===== config.mk =====
export PLATFORM = sky130hd
export DESIGN_NAME = asp_serial_port
export DESIGN_NICKNAME = d
export VERILOG_FILES = /design/src/hdl/asp_pkg.sv /design/src/hdl/asp_serial_port.sv
export SDC_FILE = /design/constraint.sdc
export NUM_CORES = 1
export LEC_CHECK = 0
export BUFFER_PORTS_ARGS = -buffer_cell sky130_fd_sc_hd__buf_2
export CAP_MARGIN = 20
export CORE_UTILIZATION = 30
export DETAILED_ROUTE_END_ITERATION = 10
export PLACE_DENSITY_LB_ADDON = 0.08
export SLEW_MARGIN = 10
export SYNTH_ARGS = -nofsm -noshare
export SYNTH_HDL_FRONTEND = slang
export SYNTH_SLANG_ARGS = --single-unit

===== constraint.sdc =====
create_clock -name clk_sys -period 3.9 [get_ports clk_sys]
set_input_delay 0.39 -clock clk_sys [delete_from_list [all_inputs] [get_ports clk_sys]]
set_output_delay 0.39 -clock clk_sys [all_outputs]
set_load 0.05 [all_outputs]

===== src/hdl/asp_pkg.sv =====
/*
  Shared constants and types for the asynchronous serial port.
  Assumes a byte-wide register port with 16-bit addresses in the device.
*/
package asp_pkg;
  // ****************************************
  // Register addresses and reset values
  // ****************************************
  localparam int ASP_AW = 16;
  localparam logic [15:0] ASP_ADDR_MODE = 16'hFFA0;
  localparam logic [15:0] ASP_ADDR_STAT = 16'hFFA1;
  localparam logic [15:0] ASP_ADDR_BAUD = 16'hFFA2;
  localparam logic [15:0] ASP_ADDR_DATA = 16'hFFA3;
  localparam logic [7:0] ASP_MODE_RST = 8'h00;
  localparam logic [7:0] ASP_STAT_RST = 8'h00;
  localparam logic [7:0] ASP_BAUD_RST = 8'h00;
  localparam logic [7:0] ASP_TXS_RST = 8'hFF;
  localparam logic [7:0] ASP_RXB_RST = 8'hFF;
  localparam logic [7:0] ASP_BAUD_MASK = 8'h7F;
  localparam logic [7:0] ASP_UNMAPPED = 8'h00;
  // ****************************************
  // Field positions
  // ****************************************
  localparam int ASP_ST_PE = 2;
  localparam int ASP_ST_FE = 1;
  localparam int ASP_ST_OVE = 0;
  localparam int ASP_MODE_FIXED0 = 0;
  localparam logic [4:0] ASP_MDL_BASE = 5'h10;
  // ****************************************
  // Parity encodings and timing
  // ****************************************
  localparam logic [1:0] ASP_PAR_NONE = 2'h0;
  localparam logic [1:0] ASP_PAR_ZERO = 2'h1;
  localparam logic [1:0] ASP_PAR_ODD = 2'h2;
  localparam logic [1:0] ASP_PAR_EVEN = 2'h3;
  localparam int ASP_CLK_HZ = 50_000_000;
  localparam int ASP_MIDI_BPS = 31_250;
  localparam int ASP_MIDI_CYC = ASP_CLK_HZ / ASP_MIDI_BPS;

  typedef struct packed {
    logic tx_enable_bit;
    logic rx_enable_bit;
    logic parity_select_hi;
    logic parity_select_lo;
    logic char_length_bit;
    logic stop_length_bit;
    logic error_irq_suppress;
    logic fixed0;
  } asp_mode_t;

  typedef enum logic [2:0] {ASP_IDLE, ASP_START, ASP_DATA, ASP_PAR, ASP_STOP} asp_st_t;
endpackage


===== src/hdl/asp_serial_port.sv =====
/*
  Asynchronous serial port: mode, status and baud registers, transmit
  queue, transmitter and receiver. Assumes the core register port strobes
  are synchronous to clk_sys and the serial input is already synchronous.
*/
`timescale 1ns/1ps

module asp_fifo #(
  parameter int WIDTH = 8,
  parameter int DEPTH = 4
) (
  input wire logic clk_sys, // System clock
  input wire logic sys_rst, // Asynchronous reset
  input wire logic [WIDTH-1:0] in_data, // Word to store
  input wire logic in_valid, // Store request
  output logic in_ready, // Room left
  output logic [WIDTH-1:0] out_data, // Oldest word
  output logic out_valid, // Word available
  input wire logic out_ready // Drain request
);
  localparam int AW = $clog2(DEPTH);
  logic [WIDTH-1:0] mem_q [DEPTH];
  logic [AW-1:0] wp_q, wp_d, rp_q, rp_d;
  logic [AW:0] cnt_q, cnt_d;
  logic push, pop;

  initial begin
    if (DEPTH < 2 || (1 << AW) != DEPTH) $error("asp_fifo: DEPTH must be a power of two");
  end

  always_comb begin
    push = in_valid && in_ready;
    pop = out_valid && out_ready;
    wp_d = push ? wp_q + AW'(1'b1) : wp_q;
    rp_d = pop ? rp_q + AW'(1'b1) : rp_q;
    cnt_d = cnt_q + (AW+1)'(push) - (AW+1)'(pop);
  end

  assign in_ready = cnt_q != (AW+1)'(DEPTH);
  assign out_valid = cnt_q != '0;
  assign out_data = mem_q[rp_q];

  always_ff @(posedge clk_sys) begin
    if (push) mem_q[wp_q] <= in_data;
  end

  always_ff @(posedge clk_sys or posedge sys_rst) begin
    if (sys_rst) begin
      wp_q <= '0;
      rp_q <= '0;
      cnt_q <= '0;
    end else begin
      wp_q <= wp_d;
      rp_q <= rp_d;
      cnt_q <= cnt_d;
    end
  end
endmodule

module asp_serial_port #(
  parameter int FIFO_DEPTH = 4
) (
  input wire logic clk_sys, // System clock, 50 MHz
  input wire logic sys_rst, // Asynchronous reset, active high
  input wire logic [asp_pkg::ASP_AW-1:0] bus_addr, // Register address
  input wire logic bus_wr, // Byte write strobe
  input wire logic bus_rd, // Byte read strobe
  input wire logic bus_bit_wr, // Single-bit write strobe
  input wire logic [2:0] bus_bit_sel, // Bit number for bit write
  input wire logic bus_bit_val, // Bit value for bit write
  input wire logic [7:0] bus_wdata, // Write data
  output logic [7:0] bus_rdata_q, // Read data, one cycle after read
  output logic tx_space_q, // Transmit queue can take a byte
  output logic rx_avail_q, // Receive buffer holds unread data
  output logic rx_event_q, // Receive completion pulse
  input wire logic serial_in_pin, // Serial receive line
  output logic serial_out_pin_q, // Serial transmit line
  output logic serial_out_oe_n_q // Transmit pin enable, low drives
);
  import asp_pkg::*;

  // ****************************************
  // Helpers
  // ****************************************
  // Half a bit time: (16 + k) << n; a zero prescale code acts as one
  function automatic logic [11:0] half_bit(input logic [7:0] b);
    logic [2:0] n;
    n = (b[6:4] == 3'h0) ? 3'h1 : b[6:4];
    return {7'h00, ASP_MDL_BASE} + {8'h00, b[3:0]} << n;
  endfunction

  function automatic logic par_bit(input logic [7:0] d, input logic [1:0] p);
    case (p)
      ASP_PAR_ODD: return ~^d;
      ASP_PAR_EVEN: return ^d;
      default: return 1'b0;
    endcase
  endfunction

  asp_mode_t mode_q, mode_d;
  logic [7:0] stat_q, stat_d, baud_q, baud_d, rxb_q, rxb_d, rdata_d;
  logic rxf_q, rxf_d, evt_d;
  logic [11:0] hb;
  logic [12:0] blen;
  logic [1:0] par;
  logic [2:0] last_bit;
  logic rd_data, rd_stat, wr_data;

  always_comb begin
    hb = half_bit(baud_q);
    blen = {hb, 1'b0};
    par = {mode_q.parity_select_hi, mode_q.parity_select_lo};
    last_bit = mode_q.char_length_bit ? 3'h7 : 3'h6;
    rd_data = bus_rd && bus_addr == ASP_ADDR_DATA;
    rd_stat = bus_rd && bus_addr == ASP_ADDR_STAT;
    wr_data = bus_wr && bus_addr == ASP_ADDR_DATA;
  end

  // ****************************************
  // Transmit queue and transmitter
  // ****************************************
  asp_st_t tx_st_q, tx_st_d;
  logic [12:0] tx_cnt_q, tx_cnt_d;
  logic [7:0] txs_q, txs_d, q_data;
  logic [2:0] tx_nb_q, tx_nb_d;
  logic tx_pb_q, tx_pb_d, txd_d, q_valid, q_ready, q_in_ready, tx_load;

  // Writes while disabled are dropped rather than queued for later
  asp_fifo #(.WIDTH(8), .DEPTH(FIFO_DEPTH)) u_txq (
    .clk_sys(clk_sys),
    .sys_rst(sys_rst),
    .in_data(bus_wdata),
    .in_valid(wr_data && mode_q.tx_enable_bit),
    .in_ready(q_in_ready),
    .out_data(q_data),
    .out_valid(q_valid),
    .out_ready(q_ready)
  );

  always_comb begin
    q_ready = tx_st_q == ASP_IDLE && mode_q.tx_enable_bit;
    tx_load = q_valid && q_ready;
    tx_st_d = tx_st_q;
    tx_cnt_d = tx_cnt_q;
    txs_d = txs_q;
    tx_nb_d = tx_nb_q;
    tx_pb_d = tx_pb_q;
    txd_d = serial_out_pin_q;
    if (!mode_q.tx_enable_bit) begin
      tx_st_d = ASP_IDLE;
      txd_d = 1'b1;
    end else if (tx_st_q == ASP_IDLE) begin
      txd_d = 1'b1;
      if (tx_load) begin
        txs_d = mode_q.char_length_bit ? q_data : {1'b0, q_data[6:0]};
        tx_pb_d = par_bit(txs_d, par);
        tx_st_d = ASP_START;
        tx_cnt_d = blen - 13'h0001;
        txd_d = 1'b0;
      end
    end else if (tx_cnt_q != 13'h0000) begin
      tx_cnt_d = tx_cnt_q - 13'h0001;
    end else begin
      tx_cnt_d = blen - 13'h0001;
      case (tx_st_q)
        ASP_START: begin
          txd_d = txs_q[0];
          txs_d = {1'b1, txs_q[7:1]};
          tx_nb_d = 3'h0;
          tx_st_d = ASP_DATA;
        end
        ASP_DATA: begin
          tx_nb_d = tx_nb_q + 3'h1;
          txd_d = txs_q[0];
          txs_d = {1'b1, txs_q[7:1]};
          if (tx_nb_q == last_bit) begin
            tx_nb_d = 3'h0;
            tx_st_d = (par == ASP_PAR_NONE) ? ASP_STOP : ASP_PAR;
            txd_d = (par == ASP_PAR_NONE) ? 1'b1 : tx_pb_q;
          end
        end
        ASP_PAR: begin
          txd_d = 1'b1;
          tx_st_d = ASP_STOP;
        end
        ASP_STOP: begin
          if (mode_q.stop_length_bit && tx_nb_q == 3'h0) tx_nb_d = 3'h1;
          else tx_st_d = ASP_IDLE;
        end
        default: tx_st_d = ASP_IDLE;
      endcase
    end
  end

  always_ff @(posedge clk_sys or posedge sys_rst) begin
    if (sys_rst) begin
      tx_st_q <= ASP_IDLE;
      tx_cnt_q <= 13'h0000;
      txs_q <= ASP_TXS_RST;
      tx_nb_q <= 3'h0;
      tx_pb_q <= 1'b0;
      serial_out_pin_q <= 1'b1;
      serial_out_oe_n_q <= 1'b1;
      tx_space_q <= 1'b0;
    end else begin
      tx_st_q <= tx_st_d;
      tx_cnt_q <= tx_cnt_d;
      txs_q <= txs_d;
      tx_nb_q <= tx_nb_d;
      tx_pb_q <= tx_pb_d;
      serial_out_pin_q <= txd_d;
      serial_out_oe_n_q <= !mode_q.tx_enable_bit;
      tx_space_q <= q_in_ready && mode_q.tx_enable_bit;
    end
  end

  // ****************************************
  // Receiver
  // ****************************************
  asp_st_t rx_st_q, rx_st_d;
  logic [12:0] rx_cnt_q, rx_cnt_d;
  logic [7:0] rxs_q, rxs_d, rx_word;
  logic [2:0] rx_nb_q, rx_nb_d;
  logic rx_pb_q, rx_pb_d, rx_done, rx_fe, rx_pe;

  // Own counter and shifter, so reception never waits on the transmitter
  always_comb begin
    rx_st_d = rx_st_q;
    rx_cnt_d = rx_cnt_q;
    rxs_d = rxs_q;
    rx_nb_d = rx_nb_q;
    rx_pb_d = rx_pb_q;
    rx_done = 1'b0;
    rx_fe = 1'b0;
    rx_word = mode_q.char_length_bit ? rxs_q : {1'b0, rxs_q[7:1]};
    rx_pe = (par == ASP_PAR_ODD || par == ASP_PAR_EVEN) && rx_pb_q != par_bit(rx_word, par);
    if (!mode_q.rx_enable_bit) begin
      rx_st_d = ASP_IDLE;
    end else if (rx_st_q == ASP_IDLE) begin
      if (!serial_in_pin) begin
        rx_st_d = ASP_START;
        rx_cnt_d = 13'(hb) - 13'h0001;
      end
    end else if (rx_cnt_q != 13'h0000) begin
      rx_cnt_d = rx_cnt_q - 13'h0001;
    end else begin
      rx_cnt_d = blen - 13'h0001;
      case (rx_st_q)
        ASP_START: begin
          rx_nb_d = 3'h0;
          rx_st_d = serial_in_pin ? ASP_IDLE : ASP_DATA;
        end
        ASP_DATA: begin
          rxs_d = {serial_in_pin, rxs_q[7:1]};
          rx_nb_d = rx_nb_q + 3'h1;
          if (rx_nb_q == last_bit) rx_st_d = (par == ASP_PAR_NONE) ? ASP_STOP : ASP_PAR;
        end
        ASP_PAR: begin
          rx_pb_d = serial_in_pin;
          rx_st_d = ASP_STOP;
        end
        ASP_STOP: begin
          rx_done = 1'b1;
          rx_fe = !serial_in_pin;
          rx_st_d = ASP_IDLE;
        end
        default: rx_st_d = ASP_IDLE;
      endcase
    end
  end

  always_ff @(posedge clk_sys or posedge sys_rst) begin
    if (sys_rst) begin
      rx_st_q <= ASP_IDLE;
      rx_cnt_q <= 13'h0000;
      rxs_q <= 8'h00;
      rx_nb_q <= 3'h0;
      rx_pb_q <= 1'b0;
    end else begin
      rx_st_q <= rx_st_d;
      rx_cnt_q <= rx_cnt_d;
      rxs_q <= rxs_d;
      rx_nb_q <= rx_nb_d;
      rx_pb_q <= rx_pb_d;
    end
  end

  // ****************************************
  // Registers
  // ****************************************
  logic [7:0] mb;
  logic ove;

  always_comb begin
    mb = mode_q;
    baud_d = baud_q;
    stat_d = rd_stat ? ASP_STAT_RST : stat_q;
    rxb_d = rxb_q;
    rxf_d = rxf_q && !rd_data;
    rdata_d = bus_rdata_q;
    evt_d = 1'b0;
    ove = 1'b0;
    if (bus_wr && bus_addr == ASP_ADDR_MODE) mb = bus_wdata;
    if (bus_bit_wr && bus_addr == ASP_ADDR_MODE) mb[bus_bit_sel] = bus_bit_val;
    mb[ASP_MODE_FIXED0] = 1'b0;
    mode_d = asp_mode_t'(mb);
    if (bus_wr && bus_addr == ASP_ADDR_BAUD) baud_d = bus_wdata & ASP_BAUD_MASK;
    if (bus_rd) begin
      case (bus_addr)
        ASP_ADDR_MODE: rdata_d = mode_q;
        ASP_ADDR_STAT: rdata_d = stat_q;
        ASP_ADDR_BAUD: rdata_d = baud_q;
        ASP_ADDR_DATA: rdata_d = rxb_q;
        default: rdata_d = ASP_UNMAPPED;
      endcase
    end
    if (rx_done) begin
      ove = rxf_q && !rd_data;
      stat_d[ASP_ST_OVE] = stat_d[ASP_ST_OVE] | ove;
      stat_d[ASP_ST_FE] = stat_d[ASP_ST_FE] | rx_fe;
      stat_d[ASP_ST_PE] = stat_d[ASP_ST_PE] | rx_pe;
      rxf_d = 1'b1;
      if (!ove) rxb_d = rx_word;
      evt_d = !(mode_q.error_irq_suppress && (ove || rx_fe || rx_pe));
    end
  end

  always_ff @(posedge clk_sys or posedge sys_rst) begin
    if (sys_rst) begin
      mode_q <= asp_mode_t'(ASP_MODE_RST);
      baud_q <= ASP_BAUD_RST;
      stat_q <= ASP_STAT_RST;
      rxb_q <= ASP_RXB_RST;
      rxf_q <= 1'b0;
      bus_rdata_q <= 8'h00;
      rx_avail_q <= 1'b0;
      rx_event_q <= 1'b0;
    end else begin
      mode_q <= mode_d;
      baud_q <= baud_d;
      stat_q <= stat_d;
      rxb_q <= rxb_d;
      rxf_q <= rxf_d;
      bus_rdata_q <= rdata_d;
      rx_avail_q <= rxf_d;
      rx_event_q <= evt_d;
    end
  end
endmodule


# Yosys cells after proc, flatten, opt, wreduce, memory -nomap -nowiden
# Memories as Yosys holds them, arrays and structs flattened.
# Cells that the tools add are included.
# word_totals
reg_bits,101
mem_bits_rw,32
input_bits,34
out_inout_bits,13
memories,1
# classes
addsub,11
order_cmp,2
eq_ne,30
shifts,1
n_mux,62
n_bitwise,8
reduce_logical,51
# mem_list
memory,depth,word_bits,rd,rd_clocked_by_memory_dff,wr,line_no,text
u_txq.mem_q,4,8,1,0,1,asp_serial_port.sv:22,logic [WIDTH-1:0] mem_q [DEPTH];
# ops
cell,n
$mux 13,6
$eq 16x16->1 const B,4
$mux 8,8
$mux 3,17
$sub 13x1->13 const B,3
$pmux 8 s4,1
$reduce_bool 13->1,2
$mux 1,20
$reduce_and 4->1,5
$pmux 3 s3,2
$logic_and 1x1->1,16
$reduce_xnor 8->1,2
$reduce_xor 8->1,2
$ne 3x3->1 const B,5
$sub 12x1->13 const B,1
$eq 3x2->1 const B,4
$logic_not 3->1,4
$ne 4x4->1 const B,3
$pmux 3 s4,1
$shl 6x3->12,1
$bwmux 8,1
$ne 2x2->1 const B,4
$reduce_and 2->1,4
$add 3x1->3 const B,2
other kinds (27),47

# Depth between registers and ports, before layout
# depth
ltp_word,10
ltp_mapped,10
depth_no_buf,8

# By module
# A second synthesis with hierarchy kept.
# unflattened
hier_cells,783
hier_area_um2,7647.3
# by_module_without_submodules
mod,n_inst,cells_each,area_each_um2
asp_serial_port,1,699,6014.5
asp_fifo,1,84,1632.8

# Worst setup path before layout
# Ideal clock, no wire load.
# synth_path
path_kind,register to register
from,register baud_q[6]
to,register tx_cnt_q[11]
arrival_time_ps,2562
required_time_ps,3806
path_slack_ps,1244
path_stages_with_launch,11
path_buffers,3
synth_period_minus_slack_ps,2656
path_cell_list,dfrtp_1 clkbuf_1 clkbuf_1 clkbuf_1 or3_1 ha_1 inv_1 a2111oi_0 nand4_1 xnor2_1 a211oi_1
# synth_via
elab_chain_len,6
# synth_rtl
element,line_no,text
from (decl),asp_serial_port.sv:101,"logic [7:0] stat_q, stat_d, baud_q, baud_d, rxb_q, rxb_d, rdata_d;"
from (signal assigned),asp_serial_port.sv:340,baud_q <= baud_d;
$logic_not 3->1,asp_serial_port.sv:88,n = (b[6:4] == 3'h0) ? 3'h1 : b[6:4];
$mux 3 (*),asp_serial_port.sv:88,
$shl 6x3->12 (*),asp_serial_port.sv:89,"return {7'h00, ASP_MDL_BASE} + {8'h00, b[3:0]} << n;"
$sub 13x1->13 (*),"asp_serial_port.sv:158, asp_serial_port.sv:164",
"$mux 13, on equally long branches","asp_serial_port.sv:161, asp_serial_port.sv:154",
$mux 13 (*),asp_serial_port.sv:152,end else if (tx_st_q == ASP_IDLE) begin
to (signal assigned),asp_serial_port.sv:207,tx_cnt_q <= tx_cnt_d;
to (decl),asp_serial_port.sv:123,"logic [12:0] tx_cnt_q, tx_cnt_d;"
# Every way passes the cells marked *; elsewhere a longest branch is shown, timed or not. The select of a mux whose other input is x is not followed.
# A chain may end at the register's enable or synchronous reset.

# Worst setup path after layout
# layout_path
from,register baud_q[5]
to,register tx_cnt_q[11]
# Same word-level chain as after synthesis.

==> impl_metrics.json <==
{
  "arrival_ps": 3190,
  "cts.sinks": 133,
  "p_leak_nw": 3.459,
  "yosys_warnings": 0,
  "seqPwrFrac": 0.441,
  "drt-pass1-iter-count": 6,
  "tightest_slew_ps": 992.5,
  "rsz0062_at_grt": "no",
  "coreArea_um2": 25110,
  "timing.final.crit_share": 0.7330,
  "area_growth_pct": 15.09,
  "synth_top_cell_area_share": 0.2708,
  "ios": 47,
  "yosys.area.top_type": "dfrtp_1",
  "power_switching_share": 0.2476,
  "fin_total_pwr_w": 0.003268,
  "antenna_found_initial": 0,
  "worst_r2r_path_depth": 6,
  "gp_congestion": 0.8054,
  "synth_edf_count": 32,
  "ys_seq_area_frac": 0.4577,
  "internal_power_w": 0.002459,
  "crit_path_max_fanout": 28,
  "wl_met2_mm": 9.274,
  "crit_path_end_kind": "flop",
  "max_clock_freq_mhz": 349.8,
  "async_reset_ff_frac": 0.7594,
  "yosysMostFrequentCell": "dfrtp_1",
  "numCtsBuffers": 17,
  "p_per_area_nw_per_um2": 370.2,
  "start_util": 0.3055,
  "ir_drop_v": 0.0002112,
  "synthTopCellsByCount": "dfrtp_1 (83), nand2_1 (76), o21ai_0 (54)",
  "grt_overflow": 0,
  "wire_per_inst_um": 17.78,
  "clock-root-buffer": "clkbuf_16",
  "synth_flop_cell": "dfrtp_1",
  "slew-limit-headroom": 0.3213,
  "grt_pass1_vias": 6004,
  "die_h_um": 161.9,
  "highest_layer": "met4",
  "slew_violations": 0,
  "stdcell_area_um2": 8827,
  "row_count": 58,
  "netlist_area_um2": 7670,
  "crit_type": "reg2reg",
  "fillCellCount": 2560,
  "r2r-start": "baud_q[5]",
  "clk_path_buf_depth": 2,
  "post_synth_inst_count": 762,
  "status": "finished, final reports clean",
  "maxCapViolCount": 0,
  "r2r_slack_ps": 1040,
  "p_sw_w": 0.0008091,
  "final.setup.tns_ps": 0,
  "min_to": "u_txq.mem_q[3][7]",
  "finalNetCount": 836,
  "synth_nets": 809,
  "gr-usage-all-layers": 0.1623,
  "dieArea_um2": 26210,
  "synth_seq_cells": 133,
  "netlist_top_cells_area": "dfrtp_1 (27%), edfxtp_1 (13%), dfstp_2 (6.2%)",
  "clkPwrFrac": 0.526,
  "post-dp-hpwl_mm": 14.35,
  "ys_types": 84,
  "hold_viol": 0,
  "die_x_um": 161.9,
  "whs_ps": 214.6,
  "drive_above_1_share": 0.1945,
  "vias_per_cell": 5.201,
  "hold_path_depth": 1,
  "io_buffer_count": 46,
  "postRouteAntennaNets": 0,
  "clock_latency_ps": 430,
  "grt_pass1_wl_mm": 32.89,
  "htree_levels": 4,
  "n_antenna_cell": 0,
  "setup_viol_count_final": 0,
  "wl_met3_um": 684,
  "r2r_end": "tx_cnt_q[11]",
  "clk_pin_slew_worst_paths_ps": 70,
  "drt-total-wl_mm": 20.13,
  "via_count": 5887,
  "syn_avg_cell_area_um2": 10.07,
  "layout_min_cycle_time_ps": 2859,
  "drt_iter0_drc": 447,
  "drc": 0,
  "met1_length_mm": 9.879,
  "share_comb_of_total_power": 0.033,
  "grt_max_degree": 79,
  "cp.required_ps": 4230,
  "place_area_um2": 8158,
  "hold_class": "in2reg",
  "startpoint_type": "flop",
  "fin_skew_ps": 10.15,
  "hp-start": "bus_wdata[7]",
  "cts_tree": "done",
  "final_util": 0.3516
}
## sequential cells by signal (all words and copies together), names as in the netlist, 7 cells and up
| register | flops |
|---|---|
| u_txq.mem_q | 32 |
| tx_cnt_q | 13 |
| mode_q | 7 |
| rxs_q | 8 |
| rxb_q | 8 |
| rx_cnt_q | 13 |
| baud_q | 7 |
| txs_q | 8 |
| bus_rdata_q | 8 |
## timing repair
item / in CTS / in global routing
hold buffers: 0 / 1
gates resized for setup: 0 / 0
endpoints found under the hold margin: 0 / 10
endpoints found under the setup margin: 0 / 0
setup buffers: 0 / 0
## cell type report
type                       count  area (um^2)  share of cell area
timing repair buffer          55        320.3             0.03629
tap                          330        412.9             0.04678
clock inverter                15        206.4             0.02339
clock buffer                  17        425.4             0.04819
inverter                      35        133.9             0.01517
multi-input combinational    547         3817              0.4325
sequential                   133         3511              0.3977
## placed cells by master, fill, tap and decap left out, types with 7 or more instances in the layout
| master | count |
|---|---|
| mux2_2 | 23 |
| and2_1 | 8 |
| clkbuf_16 | 17 |
| nand2_1 | 76 |
| dfstp_2 | 18 |
| mux4_2 | 10 |
| nor4_1 | 8 |
| dfrtp_1 | 83 |
| inv_1 | 34 |
| o2bb2ai_1 | 7 |
| buf_4 | 7 |
| edfxtp_1 | 32 |
| nor3_1 | 21 |
| nand2b_1 | 10 |
| buf_2 | 46 |
| nand3_1 | 29 |
| nand3b_1 | 10 |
| o21ai_0 | 54 |
| or3_1 | 9 |
| xnor2_1 | 26 |
| mux2i_1 | 22 |
| a21oi_1 | 30 |
| a31oi_1 | 15 |
| ha_1 | 12 |
| o31ai_1 | 7 |
| nor2b_1 | 9 |
| nor2_1 | 50 |
## metal layers
layer	vias to the layer above	global-route usage
met5	-	0
met4	0	0.05060
met3	23	0.03294
met2	142	0.2573
met1	2882	0.2218
li1	2840	-
## worst max-delay path by stage
stage / startpoint / endpoint / depth (start not counted)
2_1_floorplan: sys_rst / baud_q[0] / 1
3_3_place_gp: tx_st_q[2] / u_txq.cnt_q[2] / 7
3_5_place_dp: baud_q[5] / tx_cnt_q[11] / 6
4_1_cts: baud_q[4] / tx_cnt_q[11] / 6
5_1_grt: tx_cnt_q[0] / tx_cnt_q[9] / 8
6_report: baud_q[5] / tx_cnt_q[11] / 6
## logic make-up after synthesis
| family | Yosys count | share of synthesized area |
|---|---|---|
| simple gates | 263 | 0.1832 |
| compound gates | 181 | 0.1574 |
| flops | 133 | 0.4577 |
| buf+inv | 82 | 0.04454 |
| mux | 55 | 0.09184 |
| xor+xnor | 33 | 0.04127 |
| fa+ha+maj | 14 | 0.02349 |
| other cells | 1 | 0.0004889 |
## stage by stage
stage                     std cells  worst slack (ps)
final                          1132              1041
after global routing           1132             815.9
after CTS                      1130              1042
after detailed placement       1098              1065
after global placement         1098              1089
after floorplan                 762             892.7
## power by group through the flow
stage	sequential, W	clock (W)	combinational (W)
floorplan	0.00147	0	0.0000581
global placement	0.00147	0	0.000106
detailed placement	0.00147	0	0.000109
CTS	0.00144	0.00177	0.000109
global route	0.00144	0.00182	0.000121
finish	0.00144	0.00172	0.000109
## critical path: stages, from the launching register on
cell       delay, ps
dfrtp_1          860
nand2b_1         160
o2bb2ai_1        190
a2111oi_0        890
nand4_1          210
xnor2_1          200
a211oi_1         250
Note: power is estimated with default switching activity, not from simulation.
